File: src/dcf_consts.svh
// Register indices, field positions, reset values and counts of the deep color video FIFO
`ifndef DCF_CONSTS_SVH
`define DCF_CONSTS_SVH
// ==========================================================
// Register indices (byte address is four times the index)
`define DCF_IDX_FIFO_CTL 8'h1B
`define DCF_IDX_FIFO_STS 8'h1C
`define DCF_IDX_DEPTH_CTL 8'h40
`define DCF_IDX_RECENTER 8'h5A
`define DCF_IDX_CHG 8'h83
`define DCF_IDX_BG_STS 8'hEA
`define DCF_IDX_PKT_DEPTH 8'hF0
`define DCF_IDX_IRQ_STS 8'hF1
`define DCF_IDX_IRQ_MSK 8'hF2
`define DCF_IDX_BG_CTL 8'hF3
// ==========================================================
// Field positions
`define DCF_B_KILL_DIS 2
`define DCF_B_KILL_UNLK 3
`define DCF_B_RST_LOCK 4
`define DCF_F_LEVEL 2:0
`define DCF_B_STABLE 3
`define DCF_B_OVR 6
`define DCF_F_USER 5:4
`define DCF_B_RECENTER 2
`define DCF_B_CHG 7
`define DCF_F_BG_DEPTH 3:2
`define DCF_B_BG_VALID 0
`define DCF_F_DEPTH 1:0
`define DCF_B_IRQ 0
`define DCF_F_BG_SEL 2:0
`define DCF_B_BG_REQ 4
// ==========================================================
// Reset values and counts
`define DCF_RST_ON 1'b1
`define DCF_RST_OFF 1'b0
`define DCF_CENTER 3'h4
`define DCF_WIN_WR 5'h10
`define DCF_LINK_BITS 5'h08
`define DCF_BITS_10 5'h0A
`define DCF_BITS_12 5'h0C
`define DCF_BYPASS_MHZ 9'h0AA
`define DCF_RESP_OK 2'h0
`define DCF_RESP_ERR 2'h2
`endif

File: src/dcf_pkg.sv
// Types shared by the deep color video FIFO
package dcf_pkg;
  // ========================================================
  // Color depth codes
  typedef enum logic [1:0] {
    dcf_d8 = 2'h0,
    dcf_d10 = 2'h1,
    dcf_d12 = 2'h2,
    dcf_d16 = 2'h3
  } dcf_depth_t;
endpackage : dcf_pkg

File: src/dcf_video_fifo.sv
// Deep color selection, link unpacking and self-resynchronizing video FIFO
//
// Local design decision: the AXI4-Lite slave port.
`timescale 1ns/1ps
`include "dcf_consts.svh"
module dcf_video_fifo (
  input wire logic clk_i,
  input wire logic reset_n_i,
  input wire logic [11:0] s_axi_awaddr_i,
  input wire logic s_axi_awvalid_i,
  output logic s_axi_awready_o,
  input wire logic [31:0] s_axi_wdata_i,
  input wire logic [3:0] s_axi_wstrb_i,
  input wire logic s_axi_wvalid_i,
  output logic s_axi_wready_o,
  output logic [1:0] s_axi_bresp_o,
  output logic s_axi_bvalid_o,
  input wire logic s_axi_bready_i,
  input wire logic [11:0] s_axi_araddr_i,
  input wire logic s_axi_arvalid_i,
  output logic s_axi_arready_o,
  output logic [31:0] s_axi_rdata_o,
  output logic [1:0] s_axi_rresp_o,
  output logic s_axi_rvalid_o,
  input wire logic s_axi_rready_i,
  input wire logic tmds_clk_i,
  input wire logic [23:0] link_data_i,
  input wire logic pix_clk_i,
  input wire logic pll_locked_i,
  input wire logic vsync_i,
  input wire logic gcp_valid_i,
  input wire logic [1:0] gcp_depth_i,
  input wire logic [8:0] tmds_freq_mhz_i,
  input wire logic [1:0] bg_depth_i,
  input wire logic bgport_params_valid_i,
  output logic [35:0] pix_data_o,
  output logic pix_valid_o,
  output logic [1:0] active_depth_o,
  output logic digital_pixel_pll_bypass_o,
  output logic [2:0] bgport_select_o,
  output logic bgport_update_request_o,
  output logic irq_o
);
  // ========================================================
  // Synchronisers and edge finders for the pins
  logic [3:0] sa_q, sb_q, sp_q;
  logic [23:0] lda_q, ldb_q;
  logic tmds_rise, pix_rise, lock_rise, vs_rise, lock_s;

  // Two stages; the first stage feeds only the second
  always_ff @(posedge clk_i or negedge reset_n_i) begin
    if (!reset_n_i) begin
      sa_q <= '0;
      sb_q <= '0;
      sp_q <= '0;
      lda_q <= '0;
      ldb_q <= '0;
    end else begin
      sa_q <= {tmds_clk_i, pix_clk_i, pll_locked_i, vsync_i};
      sb_q <= sa_q;
      sp_q <= sb_q;
      lda_q <= link_data_i;
      ldb_q <= lda_q;
    end
  end

  assign tmds_rise = sb_q[3] & ~sp_q[3];
  assign pix_rise = sb_q[2] & ~sp_q[2];
  assign lock_s = sb_q[1];
  assign lock_rise = sb_q[1] & ~sp_q[1];
  assign vs_rise = sb_q[0] & ~sp_q[0];

  // ========================================================
  // AXI4-Lite slave
  logic aw_hold_q, w_hold_q, bvalid_q, awready_q, wready_q;
  logic arready_q, rvalid_q;
  logic [11:0] awaddr_q;
  logic [31:0] wdata_q, rdata_q, rd_v;
  logic [3:0] wstrb_q;
  logic [1:0] bresp_q, rresp_q;
  logic wr_go, rd_hit, wr_ok;

  function automatic logic sel(input logic [11:0] a, input logic [7:0] idx);
    sel = (a[11:10] == 2'h0) && (a[9:2] == idx) && (a[1:0] == 2'h0);
  endfunction : sel

  function automatic logic wsel(input logic [7:0] idx);
    wsel = wr_go && wstrb_q[0] && sel(awaddr_q, idx);
  endfunction : wsel

  assign wr_go = aw_hold_q & w_hold_q & ~bvalid_q;
  assign wr_ok = sel(awaddr_q, `DCF_IDX_FIFO_CTL) | sel(awaddr_q, `DCF_IDX_DEPTH_CTL)
    | sel(awaddr_q, `DCF_IDX_RECENTER) | sel(awaddr_q, `DCF_IDX_CHG)
    | sel(awaddr_q, `DCF_IDX_IRQ_STS) | sel(awaddr_q, `DCF_IDX_IRQ_MSK)
    | sel(awaddr_q, `DCF_IDX_BG_CTL);

  // Address and data are latched separately, so either may come first
  always_ff @(posedge clk_i or negedge reset_n_i) begin
    if (!reset_n_i) begin
      aw_hold_q <= 1'b0;
      w_hold_q <= 1'b0;
      awready_q <= 1'b1;
      wready_q <= 1'b1;
      bvalid_q <= 1'b0;
      bresp_q <= `DCF_RESP_OK;
      awaddr_q <= '0;
      wdata_q <= '0;
      wstrb_q <= '0;
    end else begin
      if (s_axi_awvalid_i && awready_q) begin
        aw_hold_q <= 1'b1;
        awready_q <= 1'b0;
        awaddr_q <= s_axi_awaddr_i;
      end
      if (s_axi_wvalid_i && wready_q) begin
        w_hold_q <= 1'b1;
        wready_q <= 1'b0;
        wdata_q <= s_axi_wdata_i;
        wstrb_q <= s_axi_wstrb_i;
      end
      if (wr_go) begin
        aw_hold_q <= 1'b0;
        w_hold_q <= 1'b0;
        bvalid_q <= 1'b1;
        bresp_q <= wr_ok ? `DCF_RESP_OK : `DCF_RESP_ERR;
      end else if (bvalid_q && s_axi_bready_i) begin
        bvalid_q <= 1'b0;
        awready_q <= 1'b1;
        wready_q <= 1'b1;
      end
    end
  end

  // ========================================================
  // Control and status registers
  logic kill_dis_q, kill_unlk_q, rst_lock_q, ovr_q, recenter_q;
  logic chg_q, chg_p_q, ist_q, imsk_q, bgreq_q, stable_q, irq_q;
  logic [1:0] user_q, pkt_q, bgdepth_q, depth_q, active_d;
  logic [2:0] bgsel_q, level_q;
  logic dc_ev;

  // Software settings; defaults zero on unlock and recenter on lock
  always_ff @(posedge clk_i or negedge reset_n_i) begin
    if (!reset_n_i) begin
      kill_dis_q <= `DCF_RST_OFF;
      kill_unlk_q <= `DCF_RST_ON;
      rst_lock_q <= `DCF_RST_ON;
      ovr_q <= `DCF_RST_OFF;
      user_q <= dcf_pkg::dcf_d8;
      imsk_q <= `DCF_RST_OFF;
      bgsel_q <= '0;
    end else begin
      if (wsel(`DCF_IDX_FIFO_CTL)) begin
        kill_dis_q <= wdata_q[`DCF_B_KILL_DIS];
        kill_unlk_q <= wdata_q[`DCF_B_KILL_UNLK];
        rst_lock_q <= wdata_q[`DCF_B_RST_LOCK];
      end
      if (wsel(`DCF_IDX_DEPTH_CTL)) begin
        ovr_q <= wdata_q[`DCF_B_OVR];
        user_q <= wdata_q[`DCF_F_USER];
      end
      if (wsel(`DCF_IDX_IRQ_MSK)) begin
        imsk_q <= wdata_q[`DCF_B_IRQ];
      end
      if (wsel(`DCF_IDX_BG_CTL)) begin
        bgsel_q <= wdata_q[`DCF_F_BG_SEL];
      end
    end
  end

  // Self-clearing recenter command and background update request
  always_ff @(posedge clk_i or negedge reset_n_i) begin
    if (!reset_n_i) begin
      recenter_q <= 1'b0;
      bgreq_q <= 1'b0;
      bgdepth_q <= dcf_pkg::dcf_d8;
    end else begin
      recenter_q <= wsel(`DCF_IDX_RECENTER) & wdata_q[`DCF_B_RECENTER];
      bgreq_q <= wsel(`DCF_IDX_BG_CTL) & wdata_q[`DCF_B_BG_REQ];
      if (bgreq_q) begin
        bgdepth_q <= bg_depth_i;
      end
    end
  end

  // Depth selection; a new depth restarts the unpacker
  assign active_d = ovr_q ? user_q : pkt_q;
  assign dc_ev = depth_q != active_d;

  always_ff @(posedge clk_i or negedge reset_n_i) begin
    if (!reset_n_i) begin
      pkt_q <= dcf_pkg::dcf_d8;
      depth_q <= dcf_pkg::dcf_d8;
    end else begin
      if (gcp_valid_i) begin
        pkt_q <= gcp_depth_i;
      end
      depth_q <= active_d;
    end
  end

  // Sticky flags; a set in the clearing cycle wins
  always_ff @(posedge clk_i or negedge reset_n_i) begin
    if (!reset_n_i) begin
      chg_q <= 1'b0;
      chg_p_q <= 1'b0;
      ist_q <= 1'b0;
      irq_q <= 1'b0;
    end else begin
      chg_q <= dc_ev | (chg_q & ~(wsel(`DCF_IDX_CHG) & wdata_q[`DCF_B_CHG]));
      chg_p_q <= chg_q;
      ist_q <= (chg_q & ~chg_p_q)
        | (ist_q & ~(wsel(`DCF_IDX_IRQ_STS) & wdata_q[`DCF_B_IRQ]));
      irq_q <= ist_q & imsk_q;
    end
  end

  // Read data, an if chain over the indices
  always_comb begin
    rd_v = '0;
    rd_hit = 1'b1;
    if (sel(s_axi_araddr_i, `DCF_IDX_FIFO_CTL)) begin
      rd_v[`DCF_B_KILL_DIS] = kill_dis_q;
      rd_v[`DCF_B_KILL_UNLK] = kill_unlk_q;
      rd_v[`DCF_B_RST_LOCK] = rst_lock_q;
    end else if (sel(s_axi_araddr_i, `DCF_IDX_FIFO_STS)) begin
      rd_v[`DCF_F_LEVEL] = level_q;
      rd_v[`DCF_B_STABLE] = stable_q;
    end else if (sel(s_axi_araddr_i, `DCF_IDX_DEPTH_CTL)) begin
      rd_v[`DCF_B_OVR] = ovr_q;
      rd_v[`DCF_F_USER] = user_q;
    end else if (sel(s_axi_araddr_i, `DCF_IDX_RECENTER)) begin
      rd_v[`DCF_B_RECENTER] = recenter_q;
    end else if (sel(s_axi_araddr_i, `DCF_IDX_CHG)) begin
      rd_v[`DCF_B_CHG] = chg_q;
    end else if (sel(s_axi_araddr_i, `DCF_IDX_BG_STS)) begin
      rd_v[`DCF_F_BG_DEPTH] = bgdepth_q;
      rd_v[`DCF_B_BG_VALID] = bgport_params_valid_i;
    end else if (sel(s_axi_araddr_i, `DCF_IDX_PKT_DEPTH)) begin
      rd_v[`DCF_F_DEPTH] = pkt_q;
    end else if (sel(s_axi_araddr_i, `DCF_IDX_IRQ_STS)) begin
      rd_v[`DCF_B_IRQ] = ist_q;
    end else if (sel(s_axi_araddr_i, `DCF_IDX_IRQ_MSK)) begin
      rd_v[`DCF_B_IRQ] = imsk_q;
    end else if (sel(s_axi_araddr_i, `DCF_IDX_BG_CTL)) begin
      rd_v[`DCF_F_BG_SEL] = bgsel_q;
    end else begin
      rd_hit = 1'b0;
    end
  end

  // Read channel answers one cycle after the address is taken
  always_ff @(posedge clk_i or negedge reset_n_i) begin
    if (!reset_n_i) begin
      arready_q <= 1'b1;
      rvalid_q <= 1'b0;
      rdata_q <= 32'h0000_0000;
      rresp_q <= `DCF_RESP_OK;
    end else if (s_axi_arvalid_i && arready_q) begin
      arready_q <= 1'b0;
      rvalid_q <= 1'b1;
      rdata_q <= rd_v;
      rresp_q <= rd_hit ? `DCF_RESP_OK : `DCF_RESP_ERR;
    end else if (rvalid_q && s_axi_rready_i) begin
      rvalid_q <= 1'b0;
      arready_q <= 1'b1;
    end
  end

  // ========================================================
  // Unpacker: gathers link bytes into pixels of the active depth
  logic [4:0] cnt_q, wbits, cnt_sum;
  logic [11:0] px_mask;
  logic [23:0] acc_q [3];
  logic [23:0] acc_sum [3];
  logic [35:0] px_d;
  logic emit, wr;

  // Unsupported 16-bit code falls back to 8 bits
  always_comb begin
    case (dcf_pkg::dcf_depth_t'(depth_q))
      dcf_pkg::dcf_d10: wbits = `DCF_BITS_10;
      dcf_pkg::dcf_d12: wbits = `DCF_BITS_12;
      default: wbits = `DCF_LINK_BITS;
    endcase
  end

  assign cnt_sum = cnt_q + `DCF_LINK_BITS;
  assign emit = cnt_sum >= wbits;
  // Keep only the bits of one pixel; carried bits above it belong to the next
  assign px_mask = 12'((13'h0001 << wbits) - 13'h0001);
  assign wr = tmds_rise & emit;

  generate
    for (genvar c = 0; c < 3; c++) begin : g_chan
      assign acc_sum[c] = acc_q[c] | ({16'h0000, ldb_q[c*8 +: 8]} << cnt_q);
      assign px_d[c*12 +: 12] = acc_sum[c][11:0] & px_mask;
      // Leftover bits carry into the next pixel
      always_ff @(posedge clk_i or negedge reset_n_i) begin
        if (!reset_n_i) begin
          acc_q[c] <= '0;
        end else if (dc_ev) begin
          acc_q[c] <= '0;
        end else if (tmds_rise) begin
          acc_q[c] <= emit ? acc_sum[c] >> wbits : acc_sum[c];
        end
      end
    end
  endgenerate

  always_ff @(posedge clk_i or negedge reset_n_i) begin
    if (!reset_n_i) begin
      cnt_q <= '0;
    end else if (dc_ev) begin
      cnt_q <= '0;
    end else if (tmds_rise) begin
      cnt_q <= emit ? cnt_sum - wbits : cnt_sum;
    end
  end

  // ========================================================
  // FIFO: eight entries, Gray pointer copies for the level
  logic [35:0] mem_q [8];
  logic [2:0] wp_q, rp_q, rp_d, wg_q, rg_q, wp_b, rp_b;
  logic rd, about, resync, zero, kill_q, seen_q, bypass_q;
  logic [4:0] win_q;
  logic [35:0] pix_q;
  logic pixv_q;

  function automatic logic [2:0] g2b(input logic [2:0] g);
    g2b = {g[2], g[2] ^ g[1], g[2] ^ g[1] ^ g[0]};
  endfunction : g2b

  assign wp_b = g2b(wg_q);
  assign rp_b = g2b(rg_q);
  assign rd = bypass_q ? tmds_rise : pix_rise;
  assign about = (wr & (3'(wp_q + 3'h1) == rp_b)) | (rd & (rp_q == wp_b));
  assign resync = about | recenter_q | (lock_rise & rst_lock_q);
  assign rp_d = resync ? 3'(wp_q - `DCF_CENTER) : (rd ? 3'(rp_q + 3'h1) : rp_q);
  assign zero = (kill_q & ~kill_dis_q) | (~lock_s & kill_unlk_q);

  // Write side
  always_ff @(posedge clk_i or negedge reset_n_i) begin
    if (!reset_n_i) begin
      wp_q <= '0;
      wg_q <= '0;
      for (int i = 0; i < 8; i++) mem_q[i] <= '0;
    end else if (wr) begin
      mem_q[wp_q] <= px_d;
      wp_q <= 3'(wp_q + 3'h1);
      wg_q <= 3'(wp_q + 3'h1) ^ (3'(wp_q + 3'h1) >> 1);
    end
  end

  // Read side; recentering puts the read pointer half a FIFO behind the write pointer
  always_ff @(posedge clk_i or negedge reset_n_i) begin
    if (!reset_n_i) begin
      rp_q <= 3'(3'h0 - `DCF_CENTER);
      rg_q <= 3'(3'h0 - `DCF_CENTER) ^ (3'(3'h0 - `DCF_CENTER) >> 1); // Gray of reset pointer
      pix_q <= '0;
      pixv_q <= 1'b0;
      bypass_q <= 1'b0;
    end else begin
      rp_q <= rp_d;
      rg_q <= rp_d ^ (rp_d >> 1);
      pixv_q <= rd;
      if (rd) begin
        pix_q <= zero ? '0 : mem_q[rp_q];
      end
      bypass_q <= tmds_freq_mhz_i > `DCF_BYPASS_MHZ;
    end
  end

  // Level, output kill window and frame stability
  always_ff @(posedge clk_i or negedge reset_n_i) begin
    if (!reset_n_i) begin
      level_q <= '0;
      kill_q <= 1'b0;
      win_q <= `DCF_WIN_WR;
      seen_q <= 1'b0;
      stable_q <= 1'b0;
    end else begin
      if (about) begin
        level_q <= '0;
      end else if (wr | rd) begin
        level_q <= 3'(rp_b - wp_b);
      end
      if (about) begin
        kill_q <= win_q < `DCF_WIN_WR;
        win_q <= '0;
      end else if (win_q == `DCF_WIN_WR) begin
        kill_q <= 1'b0;
      end else if (wr) begin
        win_q <= 5'(win_q + 5'h01);
      end
      if (vs_rise) begin
        stable_q <= ~(seen_q | resync);
        seen_q <= resync;
      end else begin
        seen_q <= seen_q | resync;
      end
    end
  end

  // ========================================================
  // Outputs
  assign s_axi_awready_o = awready_q;
  assign s_axi_wready_o = wready_q;
  assign s_axi_bvalid_o = bvalid_q;
  assign s_axi_bresp_o = bresp_q;
  assign s_axi_arready_o = arready_q;
  assign s_axi_rvalid_o = rvalid_q;
  assign s_axi_rdata_o = rdata_q;
  assign s_axi_rresp_o = rresp_q;
  assign pix_data_o = pix_q;
  assign pix_valid_o = pixv_q;
  assign active_depth_o = depth_q;
  assign digital_pixel_pll_bypass_o = bypass_q;
  assign bgport_select_o = bgsel_q;
  assign bgport_update_request_o = bgreq_q;
  assign irq_o = irq_q;
endmodule : dcf_video_fifo

File: config.mk
export PLATFORM = sky130hd
export DESIGN_NAME = dcf_video_fifo
export DESIGN_NICKNAME = d
export VERILOG_FILES = /design/src/dcf_pkg.sv /design/src/dcf_video_fifo.sv
export VERILOG_INCLUDE_DIRS = /design/src
export SDC_FILE = /design/constraint.sdc
export NUM_CORES = 1
export LEC_CHECK = 0
export CAP_MARGIN = 20
export CORE_ASPECT_RATIO = 0.8
export CORE_MARGIN = 1.5
export CORE_UTILIZATION = 56
export CTS_CLUSTER_DIAMETER = 40
export DETAILED_ROUTE_END_ITERATION = 8
export DONT_BUFFER_PORTS = 1
export GPL_TIMING_DRIVEN = 0
export PLACE_DENSITY = 0.8
export SYNTH_ARGS = -nofsm -noshare
export SYNTH_HDL_FRONTEND = slang
export SYNTH_SLANG_ARGS = --single-unit
File: constraint.sdc
create_clock -name clk_i -period 3.1 [get_ports clk_i]
set_input_delay 0.93 -clock clk_i [delete_from_list [all_inputs] [get_ports clk_i]]
set_output_delay 0.93 -clock clk_i [all_outputs]
set_load 0.1 [all_outputs]
==> results of run 1 <==
==> cells by family (layout without fill, tap and decap cells) <==
family / after synthesis / count (layout) / synth area share [%]
simple gates: 678 / 678 / 12.36
compound gates: 652 / 652 / 16.10
flops: 543 / 543 / 53.92
buf+inv: 193 / 342 / 4.073
mux: 191 / 191 / 11.67
xor+xnor: 30 / 30 / 1.156
fa+ha+maj: 13 / 13 / 0.7045
other cells: 1 / 26 / 0.01487
==> worst max-delay path, stage by stage, from the launching register on <==
cell	delay, ns
dfrtp_4	0.68
inv_4	0.07
ha_4	0.18
ha_1	0.20
inv_2	0.08
fa_2	0.23
a21oi_4	0.07
buf_12	0.14
a21o_4	0.23
or4b_4	0.53
buf_12	0.17
buf_12	0.15
nand2_2	0.08
o21ai_2	0.07
==> placed cells by master (no fill, tap or decap), drive strengths merged, types with 8 or more instances in the layout <==
cell,count
dfrtp,535
nand2,441
o21ai,383
clkbuf,160
buf,116
a21oi,91
nor2,78
mux4,75
mux2,66
mux2i,50
inv,37
nand3,35
a22oi,31
conb,26
nor3,24
a221oi,24
o221ai,22
clkinv,17
xnor2,16
xor2,13
a2bb2oi,13
nand2b,12
nor2b,11
a32oi,11
nand4,11
ha,11
a211o,9
o31ai,9
clkinvlp,9
nor3b,9
dfstp,8
==> layer usage <==
layer | global-route usage [%] | share of wire (%) | vias to the layer above
li1 | - | - | 8523
met3 | 7.939 | 8.6 | 247
met5 | 0 | 0 | -
met4 | 16.23 | 4.6 | 0
met2 | 56.30 | 47 | 1093
met1 | 48.74 | 40 | 10260
==> registers in the layout (all words and copies together) (netlist names), 3 cells and up <==
| register | cells |
|---|---|
| mem_q | 288 |
| sb_q | 4 |
| sp_q | 4 |
| wp_q | 3 |
| awaddr_q | 12 |
| acc_q | 72 |
| ldb_q | 24 |
| sa_q | 4 |
| rg_q | 3 |
| cnt_q | 4 |
| wdata_q | 8 |
| s_axi_rdata_o | 8 |
| level_q | 3 |
| pix_data_o | 36 |
| bgport_select_o | 3 |
| lda_q | 24 |
| win_q | 5 |
==> worst paths after layout <==
kind                                   startpoint                 to  slack, ns
worst max-delay path            active_depth_o[1]         mem_q[223]       0.05
worst min-delay path                    reset_n_i     pix_data_o[34]       0.03
worst max register to register  active_depth_o[1]         mem_q[223]       0.05
worst min register to register           lda_q[8]           ldb_q[8]       0.35
max in group asynchronous               reset_n_i  active_depth_o[1]       1.36
min in group clk_i                        vsync_i            sa_q[0]       0.34
==> cell type report <==
class	count	area [µm²]
Fill cell	3359	15540
Sequential cell	543	13610
Multi-Input combinational cell	1590	10840
Clock buffer	82	1857
Buffer	167	1100
Tap cell	603	754.5
Clock inverter	42	420.4
Timing Repair Buffer	27	237.7
Inverter	24	107.6
==> metrics by stage <==
step                      total power, mW  setup WS, ns
after floorplan                     15.55      0.006167
after global placement              17.18        -1.382
after detailed placement            17.56        -1.449
after CTS                           25.73      -0.01104
after global routing                26.98       0.02118
final                               25.94       0.05262
==> power by group through the flow <==
stage / clock (mW) / combinational, mW / sequential, mW
after detailed placement: 0 / 6.66 / 10.9
after floorplan: 0 / 5.01 / 10.5
final: 7.95 / 7.10 / 10.9
after CTS: 8.00 / 6.90 / 10.8
after global placement: 0 / 6.41 / 10.8
after global routing: 8.31 / 7.61 / 11.1
==> timing repair <==
| item | in CTS | in global routing |
|---|---|---|
| pin swaps | 11 | 2 |
| gates cloned | 1 | 0 |
| setup endpoints to repair | 395 | 317 |
| gates resized for setup | 91 | 40 |
| endpoints found under the hold margin | 0 | 0 |
| setup buffers | 22 | 3 |
==> qor.txt, run 1 <==
status = finished with violations
failing checks = slew limit
# rows = 69
Cell Int Power = 16.41 mW
number of global-route vias before repair = 20220
share of the yosys chip area belonging to registers = 53.92%
prevailing post-synth register cell = dfrtp_1
unrepaired setup endpoints after global routing = no
CTS Hold Buffers Added = 0
largest net degree at the start of global routing = 544
CP Capture Type = flop
count leader, synth = dfrtp_1
Flop pwr share = 42.0%
ANT cells = 0
pwr/cell area = 896.9 nW/µm²
Clock transition at path regs = 0.06 ns
combinational share of power = 27.4%
initial core utilization = 56.72%
clock power share = 30.7%
Area Overhead vs Synth = 14.66%
Post-Syn Area = 25220 µm²
post-synthesis instance total = 2301
Req. time, crit path = 3.55 ns
DIE AREA = 46330 µm²
Worst-Skew Late Latency = 0.62 ns
vias per cell = 6.537
R2R cell count = 13
Die Span X = 240.3 µm
Arrival @ worst endpoint = 3.49 ns
deepest clock path buffer count = 3
cell area after layout = 28920 µm²
synth unique cells = 90
DP Area = 26080 µm²
Pre-antenna DRT Iters = 6
worst slew pin tran = 1.839 ns
Starting DRT DRC Count = 2288
Layout Skew = 0.04072 ns
top-area cell type share of the netlist area = 53.08%
fin nets = 2544
Setup violations, final = 0
PortBufs = 0
startpoint types = flop
Routed WL per cell = 26.59 µm
switch share = 36.72%
Fin. Hold Viols = 0
number of flops mapped to enable cells by yosys = 0
Routed Antenna Nets = 0
Detailed Place HPWL = 56320 µm
Setup CP Type = flop to flop
WHS = 0.02501 ns
max-slew violations = 333
P_sw = 9.523 mW
non-filler cells, final = 3078
clock sink count = 543
commonest cells in the netlist = dfrtp_1 (535), nand2_1 (440), o21ai_0 (300), a21oi_1 (83), clkbuf_1 (82)
Worst slew margin = -22.58%
CTS tree = yes
Chip Height = 192.8 µm
initial antenna violation count = 0
Core Area = 44460 µm²
Core Util, Final = 65.04%
Seq cells post-synth = 543
largest cells by area after synthesis = dfrtp_1 (53%), mux4_2 (6.7%), nand2_1 (6.5%), o21ai_0 (6.0%), mux2_2 (2.9%)
Final Cycle Share = 98.30%
YS warnings = 0
Post-Route WL = 81850 µm
total grt overflow = 0
syn_area_per_cell = 10.96 µm²
Root Buffer = clkbuf_16
post-synth top area cell = dfrtp_1
IO Pins = 196
Post-synth ARST share = 100.0%
max cap viols = 0
Peak Freq = 328.2 MHz
Lkg Pwr = 12.90 nW
Via Count = 20120
first-pass GRT wire length = 123600 µm
Crit Path Max Fanout = 10
GRT Util Overall = 36.11%
layout cells sized above 1 = 21.62%
drt drc = 0
Placer Congestion = 0.9763
placed insts = 2929
setup TNS = 0 ns
Peak VDD IR = 0.5161 mV
min Tclk post-route = 3.047 ns
hold crit path type = input pin to async pin
Inserted Clock Buffers = 68
Max H-tree Level = 3
Note: power is estimated with default switching activity, not from simulation.
==> inputs of run 2 (changes only) <==
- CTS_BUF_LIST: default -> sky130_fd_sc_hd__clkbuf_8
==> run 2 against run 1 <==
The flow finishes with violations (hold timing, slew limit, setup timing); cell count is 1.3% higher; flip-flop and latch count stayed put; sequential share of layout area grew 0.36 points; clock power decreased by 17%; power decreased by 5.2%; setup slack got worse by 0.058 ns; maximum frequency decreased by 1.9%; register-to-register slack lost 0.06 ns; count of clock-buffer cells in the layout increased by 29; core utilization down 0.49 points; largest power group unchanged.
==> qor.txt, run 2 (synthesized netlist as in run 1, its figures left out) <==
Layout Skew = 0.04239 ns (+0.001671 ns)
Die Span X = 240.3 µm (unchanged)
Crit Path Max Fanout = 9 (-1)
PortBufs = 0 (unchanged)
status = finished with violations
number of global-route vias before repair = 20070 (-0.71%)
most common cell after layout, fill and taps aside = dfrtp_1
Cell Int Power = 15.49 mW (-5.7%)
Max H-tree Level = 3 (unchanged)
Worst slew margin = -24.09% (-1.5 points)
largest register by flop count = mem_q
Peak VDD IR = 0.4219 mV (-18%)
fin nets = 2571 (+1.1%)
hold crit path type = input pin to async pin
RR Endpoint = acc_q[6]
layout cells sized above 1 = 21.89% (+0.27 points)
clock sink count = 543 (unchanged)
Total Power = 24.58 mW (-5.2%)
Setup CP Type = flop to flop
Worst path max stage delay = 0.76 ns (+0.08 ns)
WHS = -0.05987 ns (-0.08488 ns)
initial core utilization = 56.72% (unchanged)
placed insts = 2929 (unchanged)
Inserted Clock Buffers = 87 (+28%)
total grt overflow = 0 (unchanged)
reg2reg setup slack = -0.006 ns (-0.06 ns)
# rows = 69 (unchanged)
crit path cell chain = inv_4 > ha_4 > buf_2 > clkinv_1 > nor2_1 > nand2_1 > o221ai_1 > o22ai_1
Detailed Place HPWL = 56320 µm (unchanged)
Setup violations, final = 1 (+1)
Final Cycle Share = 100.2% (+1.9 points)
Chip Height = 192.8 µm (unchanged)
max cap viols = 0 (unchanged)
FILL cells = 3414 (+1.6%)
Setup crit start = active_depth_o[1]
Routed Antenna Nets = 0 (unchanged)
Placer Congestion = 0.9763 (unchanged)
Req. time, crit path = 3.66 ns (+0.11 ns)
area of the multi-input gates = 10830 µm² (about the same)
Routed WL per cell = 26.05 µm (-2.0%)
Flop pwr share = 44.2% (+2.2 points)
drt drc = 0 (unchanged)
initial antenna violation count = 0 (unchanged)
worst reg2reg startpoint = active_depth_o[1]
Pre-antenna DRT Iters = 6 (unchanged)
Starting DRT DRC Count = 2237 (-2.2%)
GRT Util Overall = 35.50% (-0.61 points)
deepest clock path buffer count = 3 (unchanged)
Fin. Hold Viols = 28 (+28)
DIE AREA = 46330 µm² (unchanged)
failing checks = hold timing, slew limit, setup timing
Arrival @ worst endpoint = 3.66 ns (+0.17 ns)
switch share = 37.01% (+0.29 points)
Core Area = 44460 µm² (unchanged)
Core Util, Final = 64.55% (-0.49 points)
Bufs and invs on worst path = 3 (-2)
worst setup margin = -0.005845 ns (-0.05846 ns)
first-pass GRT wire length = 121600 µm (-1.7%)
Clock transition at path regs = 0.06 ns (about the same)
non-filler cells, final = 3117 (+1.3%)
Root Buffer = clkbuf_8
Area Overhead vs Synth = 13.80%
combinational share of power = 29.0% (+1.6 points)
min Tclk post-route = 3.106 ns (+0.05846 ns)
worst slew pin tran = 1.861 ns (+0.02260 ns)
most frequent cells in the layout = dfrtp_1 (532), nand2_1 (434), o21ai_0 (298), clkbuf_8 (112), a21oi_1 (82)
R2R cell count = 8 (-5)
CTS tree = yes
Peak Freq = 322.0 MHz (-1.9%)
Lkg Pwr = 12.94 nW (+0.28%)
Post-Route WL = 81200 µm (-0.80%)
P_sw = 9.098 mW (-4.5%)
max-slew violations = 296 (-11%)
IO Pins = 196 (unchanged)
CP Capture Type = flop
highest-delay cell along the critical path = nor2_1
startpoint types = flop
Reg area = 13610 µm² (unchanged)
vias per cell = 6.481 (-0.86%)
CP top delay family = simple AND/OR/NAND/NOR gates
pwr/cell area = 856.6 nW/µm² (-4.5%)
Via Count = 20200 (+0.39%)
Worst-Skew Late Latency = 0.71 ns (+0.09 ns)
clock power share = 26.8% (-3.9 points)
max reg flops = 288 (unchanged)
Placement Setup Slack = -1.449 ns (unchanged)
largest net degree at the start of global routing = 544 (unchanged)
-- run 2: cell types whose count changed in the layout (fill, tap and decap cells not counted), sizes merged --
cell	before	now
inv	37	47
bufinv	3	5
clkinvlp	9	1
clkbuf	160	178
clkinv	17	14
a21oi	91	92
diode	0	1
buf	116	134
-- run 2: power by group through the flow --
stage | Clock [mW] | Combinational (mW) | Sequential [mW]
after detailed placement | 0 | 6.66 | 10.9
after floorplan | 0 | 5.01 | 10.5
after CTS | 6.67 | 6.86 | 10.8
after global routing | 7.00 | 7.63 | 11.0
final | 6.60 | 7.12 | 10.9
after global placement | 0 | 6.41 | 10.8
-- run 2: worst max-delay path by stage --
| stage | endpoint | slack, ns | cells after the start |
|---|---|---|---|
| floorplan | acc_q[48] | 0.006 | 13 |
| global placement | acc_q[17] | -1.38 | 11 |
| detailed placement | acc_q[16] | -1.45 | 11 |
| CTS | mem_q[223] | 0.005 | 13 |
| global route | mem_q[8] | -0.002 | 8 |
| finish | acc_q[6] | -0.006 | 8 |
-- run 2: cell type report --
cell class                      instances  area share (%)
Timing Repair Buffer                   34           1.247
Multi-Input combinational cell       1591           37.74
Buffer                                167           3.980
Antenna cell                            1        0.008719
Sequential cell                       543           47.41
Clock buffer                          111           5.323
Clock inverter                         43           1.290
Inverter                               24          0.3749
Tap cell                              603           2.629
-- run 2: routing by layer --
metal  track usage [%]  share of wire, %  vias to the layer above
li1                  -                 -                     8579
met1             47.84                40                    10250
met2             55.47                46                     1138
met3             8.010               8.9                      237
met4             15.55               4.4                        0
met5                 0                 0                        -
-- run 2: stage by stage --
stage | instance area, µm² | TNS [ns]
2_1_floorplan | 25330 | 0
3_3_place_gp | 26080 | -345.85
3_5_place_dp | 26080 | -369.91
4_1_cts | 28470 | 0
5_1_grt | 28700 | -0.002109
6_report | 28700 | -0.005845
-- run 2: worst reg2reg max path, stage by stage, from the launching register on --
cell and delay, ns:
dfrtp_4 0.66, inv_4 0.13, ha_4 0.15, buf_2 0.20, clkinv_1 0.28, nor2_1 0.76
nand2_1 0.32, o221ai_1 0.34, o22ai_1 0.14
-- run 2: timing repair --
item	4_1_cts	5_1_grt
buffers inserted	23	7
gates resized for setup	95	76
gates cloned	1	3
pin swaps	11	9
endpoints found under the hold margin	535	380
endpoints found under the setup margin	397	321
==> inputs of run 3 (changes only) <==
- CORE_ASPECT_RATIO: 0.8 -> default
- CORE_MARGIN: 1.5 -> 2
==> run 3 against run 2 <==
The run ends with hold timing, setup timing left; die area rose by 0.92%; first-iteration DRC count rose by 4.7%; cell area rose by 0.52%; combinational power fell by 2%; register-to-register slack barely moved; critical path depth rose by 4; count of clock-buffer cells in the layout fell by 1; critical endpoint is now mem_q[118]; largest power group unchanged; highest routed layer is now met5.
==> qor.txt, run 3 (synthesized netlist as in run 1, its figures left out) <==
status = finished with violations
failing checks = hold timing, setup timing
highest-delay cell along the critical path = dfrtp_4
pwr/cell area = 870.2 nW/µm² (+1.6%)
Setup violations, final = 1 (unchanged)
Arrival @ worst endpoint = 3.72 ns (+0.06 ns)
most common cell after layout, fill and taps aside = dfrtp_1
Max H-tree Level = 3 (unchanged)
Fin. Hold Viols = 57 (+100%)
DIE AREA = 46750 µm² (+0.92%)
CTS tree = yes
Peak VDD IR = 0.6067 mV (+44%)
Layout Skew = 0.05019 ns (+0.007795 ns)
Most Frequent Cell on Critical Path = ha_4
Worst slew margin = 7.896% (+32 points)
Lkg Pwr = 13.03 nW (+0.71%)
deepest clock path buffer count = 3 (unchanged)
crit path cell chain = inv_4 > ha_4 > clkbuf_8 > inv_8 > clkbuf_16 > ha_4 > nand3b_4 > a21o_4 > or4b_4 > clkbuf_4 > buf_6 > o21ai_1
Worst-Skew Late Latency = 0.71 ns (about the same)
IO Pins = 196 (unchanged)
CP top delay family = buffers and inverters
hold crit path type = input pin to async pin
Peak Freq = 320.6 MHz (-0.42%)
DP Area = 26070 µm² (about the same)
Inserted Clock Buffers = 95 (+9.2%)
layout cells sized above 1 = 22.32% (+0.44 points)
Crit Path Max Fanout = 10 (+1)
reg2reg setup slack = -0.02 ns (about the same)
initial antenna violation count = 5 (+5)
Req. time, crit path = 3.71 ns (+0.05 ns)
fin nets = 2578 (+0.27%)
most frequent cells in the layout = dfrtp_1 (532), nand2_1 (433), o21ai_0 (298), clkbuf_8 (111), a21oi_1 (82)
Area Overhead vs Synth = 14.39%
Die Span X = 216.2 µm (-10%)
top layer in use = met5
FILL cells = 3353 (-1.8%)
startpoint types = flop
wire length on met1 = 31290 µm (-4.8%)
# rows = 77 (+12%)
Routed WL per cell = 25.70 µm (-1.4%)
Placement Setup Slack = -1.078 ns (+0.3703 ns)
largest register by flop count = mem_q
min Tclk post-route = 3.119 ns (+0.01300 ns)
RR Endpoint = mem_q[118]
Bufs and invs on worst path = 6 (+3)
PortBufs = 0 (unchanged)
Setup CP Type = flop to flop
first-pass GRT wire length = 123400 µm (+1.5%)
largest net degree at the start of global routing = 544 (unchanged)
max-slew violations = 0 (-100%)
Routed Antenna Nets = 0 (unchanged)
Final Cycle Share = 100.6% (+0.42 points)
max reg flops = 288 (unchanged)
placed insts = 2918 (-0.38%)
clock sink count = 543 (unchanged)
Via Count = 19930 (-1.3%)
Detailed Place HPWL = 55910 µm (-0.73%)
Chip Height = 216.2 µm (+12%)
setup TNS = -0.01884 ns (-0.01300 ns)
Worst path max stage delay = 0.65 ns (-0.11 ns)
worst setup margin = -0.01884 ns (-0.01300 ns)
non-filler cells, final = 3126 (+0.29%)
cell area after layout = 28850 µm² (+0.52%)
initial core utilization = 56.91% (+0.18 points)
WHS = -0.07372 ns (-0.01384 ns)
Post-Route WL = 80320 µm (-1.1%)
Placer Congestion = 0.9635 (-1.3%)
worst slew pin tran = 1.382 ns (-0.4797 ns)
GRT Util Overall = 34.81% (-0.69 points)
CP Capture Type = flop
vias per cell = 6.376 (-1.6%)
Starting DRT DRC Count = 2343 (+4.7%)
total grt overflow = 0 (unchanged)
R2R cell count = 12 (+4)
max cap viols = 0 (unchanged)
routed wl met2 = 38650 µm (+3.1%)
Root Buffer = clkbuf_8
worst reg2reg startpoint = active_depth_o[0]
number of global-route vias before repair = 20540 (+2.3%)
Pre-antenna DRT Iters = 6 (unchanged)
Clock transition at path regs = 0.07 ns (about the same)
Core Area = 44320 µm² (-0.32%)
unrepaired setup endpoints after global routing = yes
drt drc = 0 (unchanged)
routed wl met3 = 6215 µm (-14%)
## run 3: changes by cell type in the layout (fill, tap and decap cells not counted), sizes merged, moves of 2 or more
cell,delta
inv,+9
buf,-5
diode,+2
bufinv,+6
clkbuf,+4
clkinvlp,+6
## run 3: power by group
| part | leakage [nW] | internal [mW] | total, mW | switching [mW] |
|---|---|---|---|---|
| Combinational | 4.78 | 2.98 | 6.96 | 3.98 |
| Sequential | 7.07 | 8.79 | 10.9 | 2.07 |
| Clock | 1.18 | 4.18 | 7.28 | 3.10 |
## run 3: routing by layer
metal / GRT usage, % / vias to the layer above
met1: 45.41 / 10000
li1: - / 8620
met4: 18.13 / 2
met5: 0 / -
met3: 6.849 / 262
met2: 55.68 / 1045
## run 3: how the worst max path moves through the flow
stage | startpoint | endpoint | slack (ns) | cells past startpoint
after detailed placement | active_depth_o[0] | acc_q[3] | -1.08 | 12
after global routing | active_depth_o[0] | acc_q[53] | -0.02 | 12
final | active_depth_o[0] | mem_q[118] | -0.02 | 12
after global placement | active_depth_o[0] | acc_q[25] | -1.08 | 13
after CTS | rg_q[2] | level_q[1] | 0.02 | 6
after floorplan | active_depth_o[0] | acc_q[48] | 0.006 | 13
## run 3: final cells by class
| type | instances | area (µm²) | share of cell area [%] |
|---|---|---|---|
| antenna | 3 | 7.507 | 0.02602 |
| buffer | 168 | 1136 | 3.938 |
| clock buffer | 110 | 1514 | 5.248 |
| clock inverter | 63 | 604.3 | 2.095 |
| inverter | 24 | 100.1 | 0.3470 |
| multi-input combinational | 1590 | 10860 | 37.63 |
| sequential | 543 | 13610 | 47.16 |
| tap | 592 | 740.7 | 2.567 |
| timing repair buffer | 33 | 284.0 | 0.9845 |
## run 3: timing repair
action / CTS / global route
hold endpoints to repair: 535 / 236
buffers inserted: 23 / 6
setup endpoints to repair: 395 / 226
pin swaps: 12 / 5
gates cloned: 2 / 1
resized for setup: 97 / 52
## run 3: through the flow
step,utilization [%],power [mW]
finish,65.10,25.11
global route,65.10,26.24
CTS,64.69,24.97
detailed placement,58.82,17.57
global placement,58.82,17.16
floorplan,-,15.55
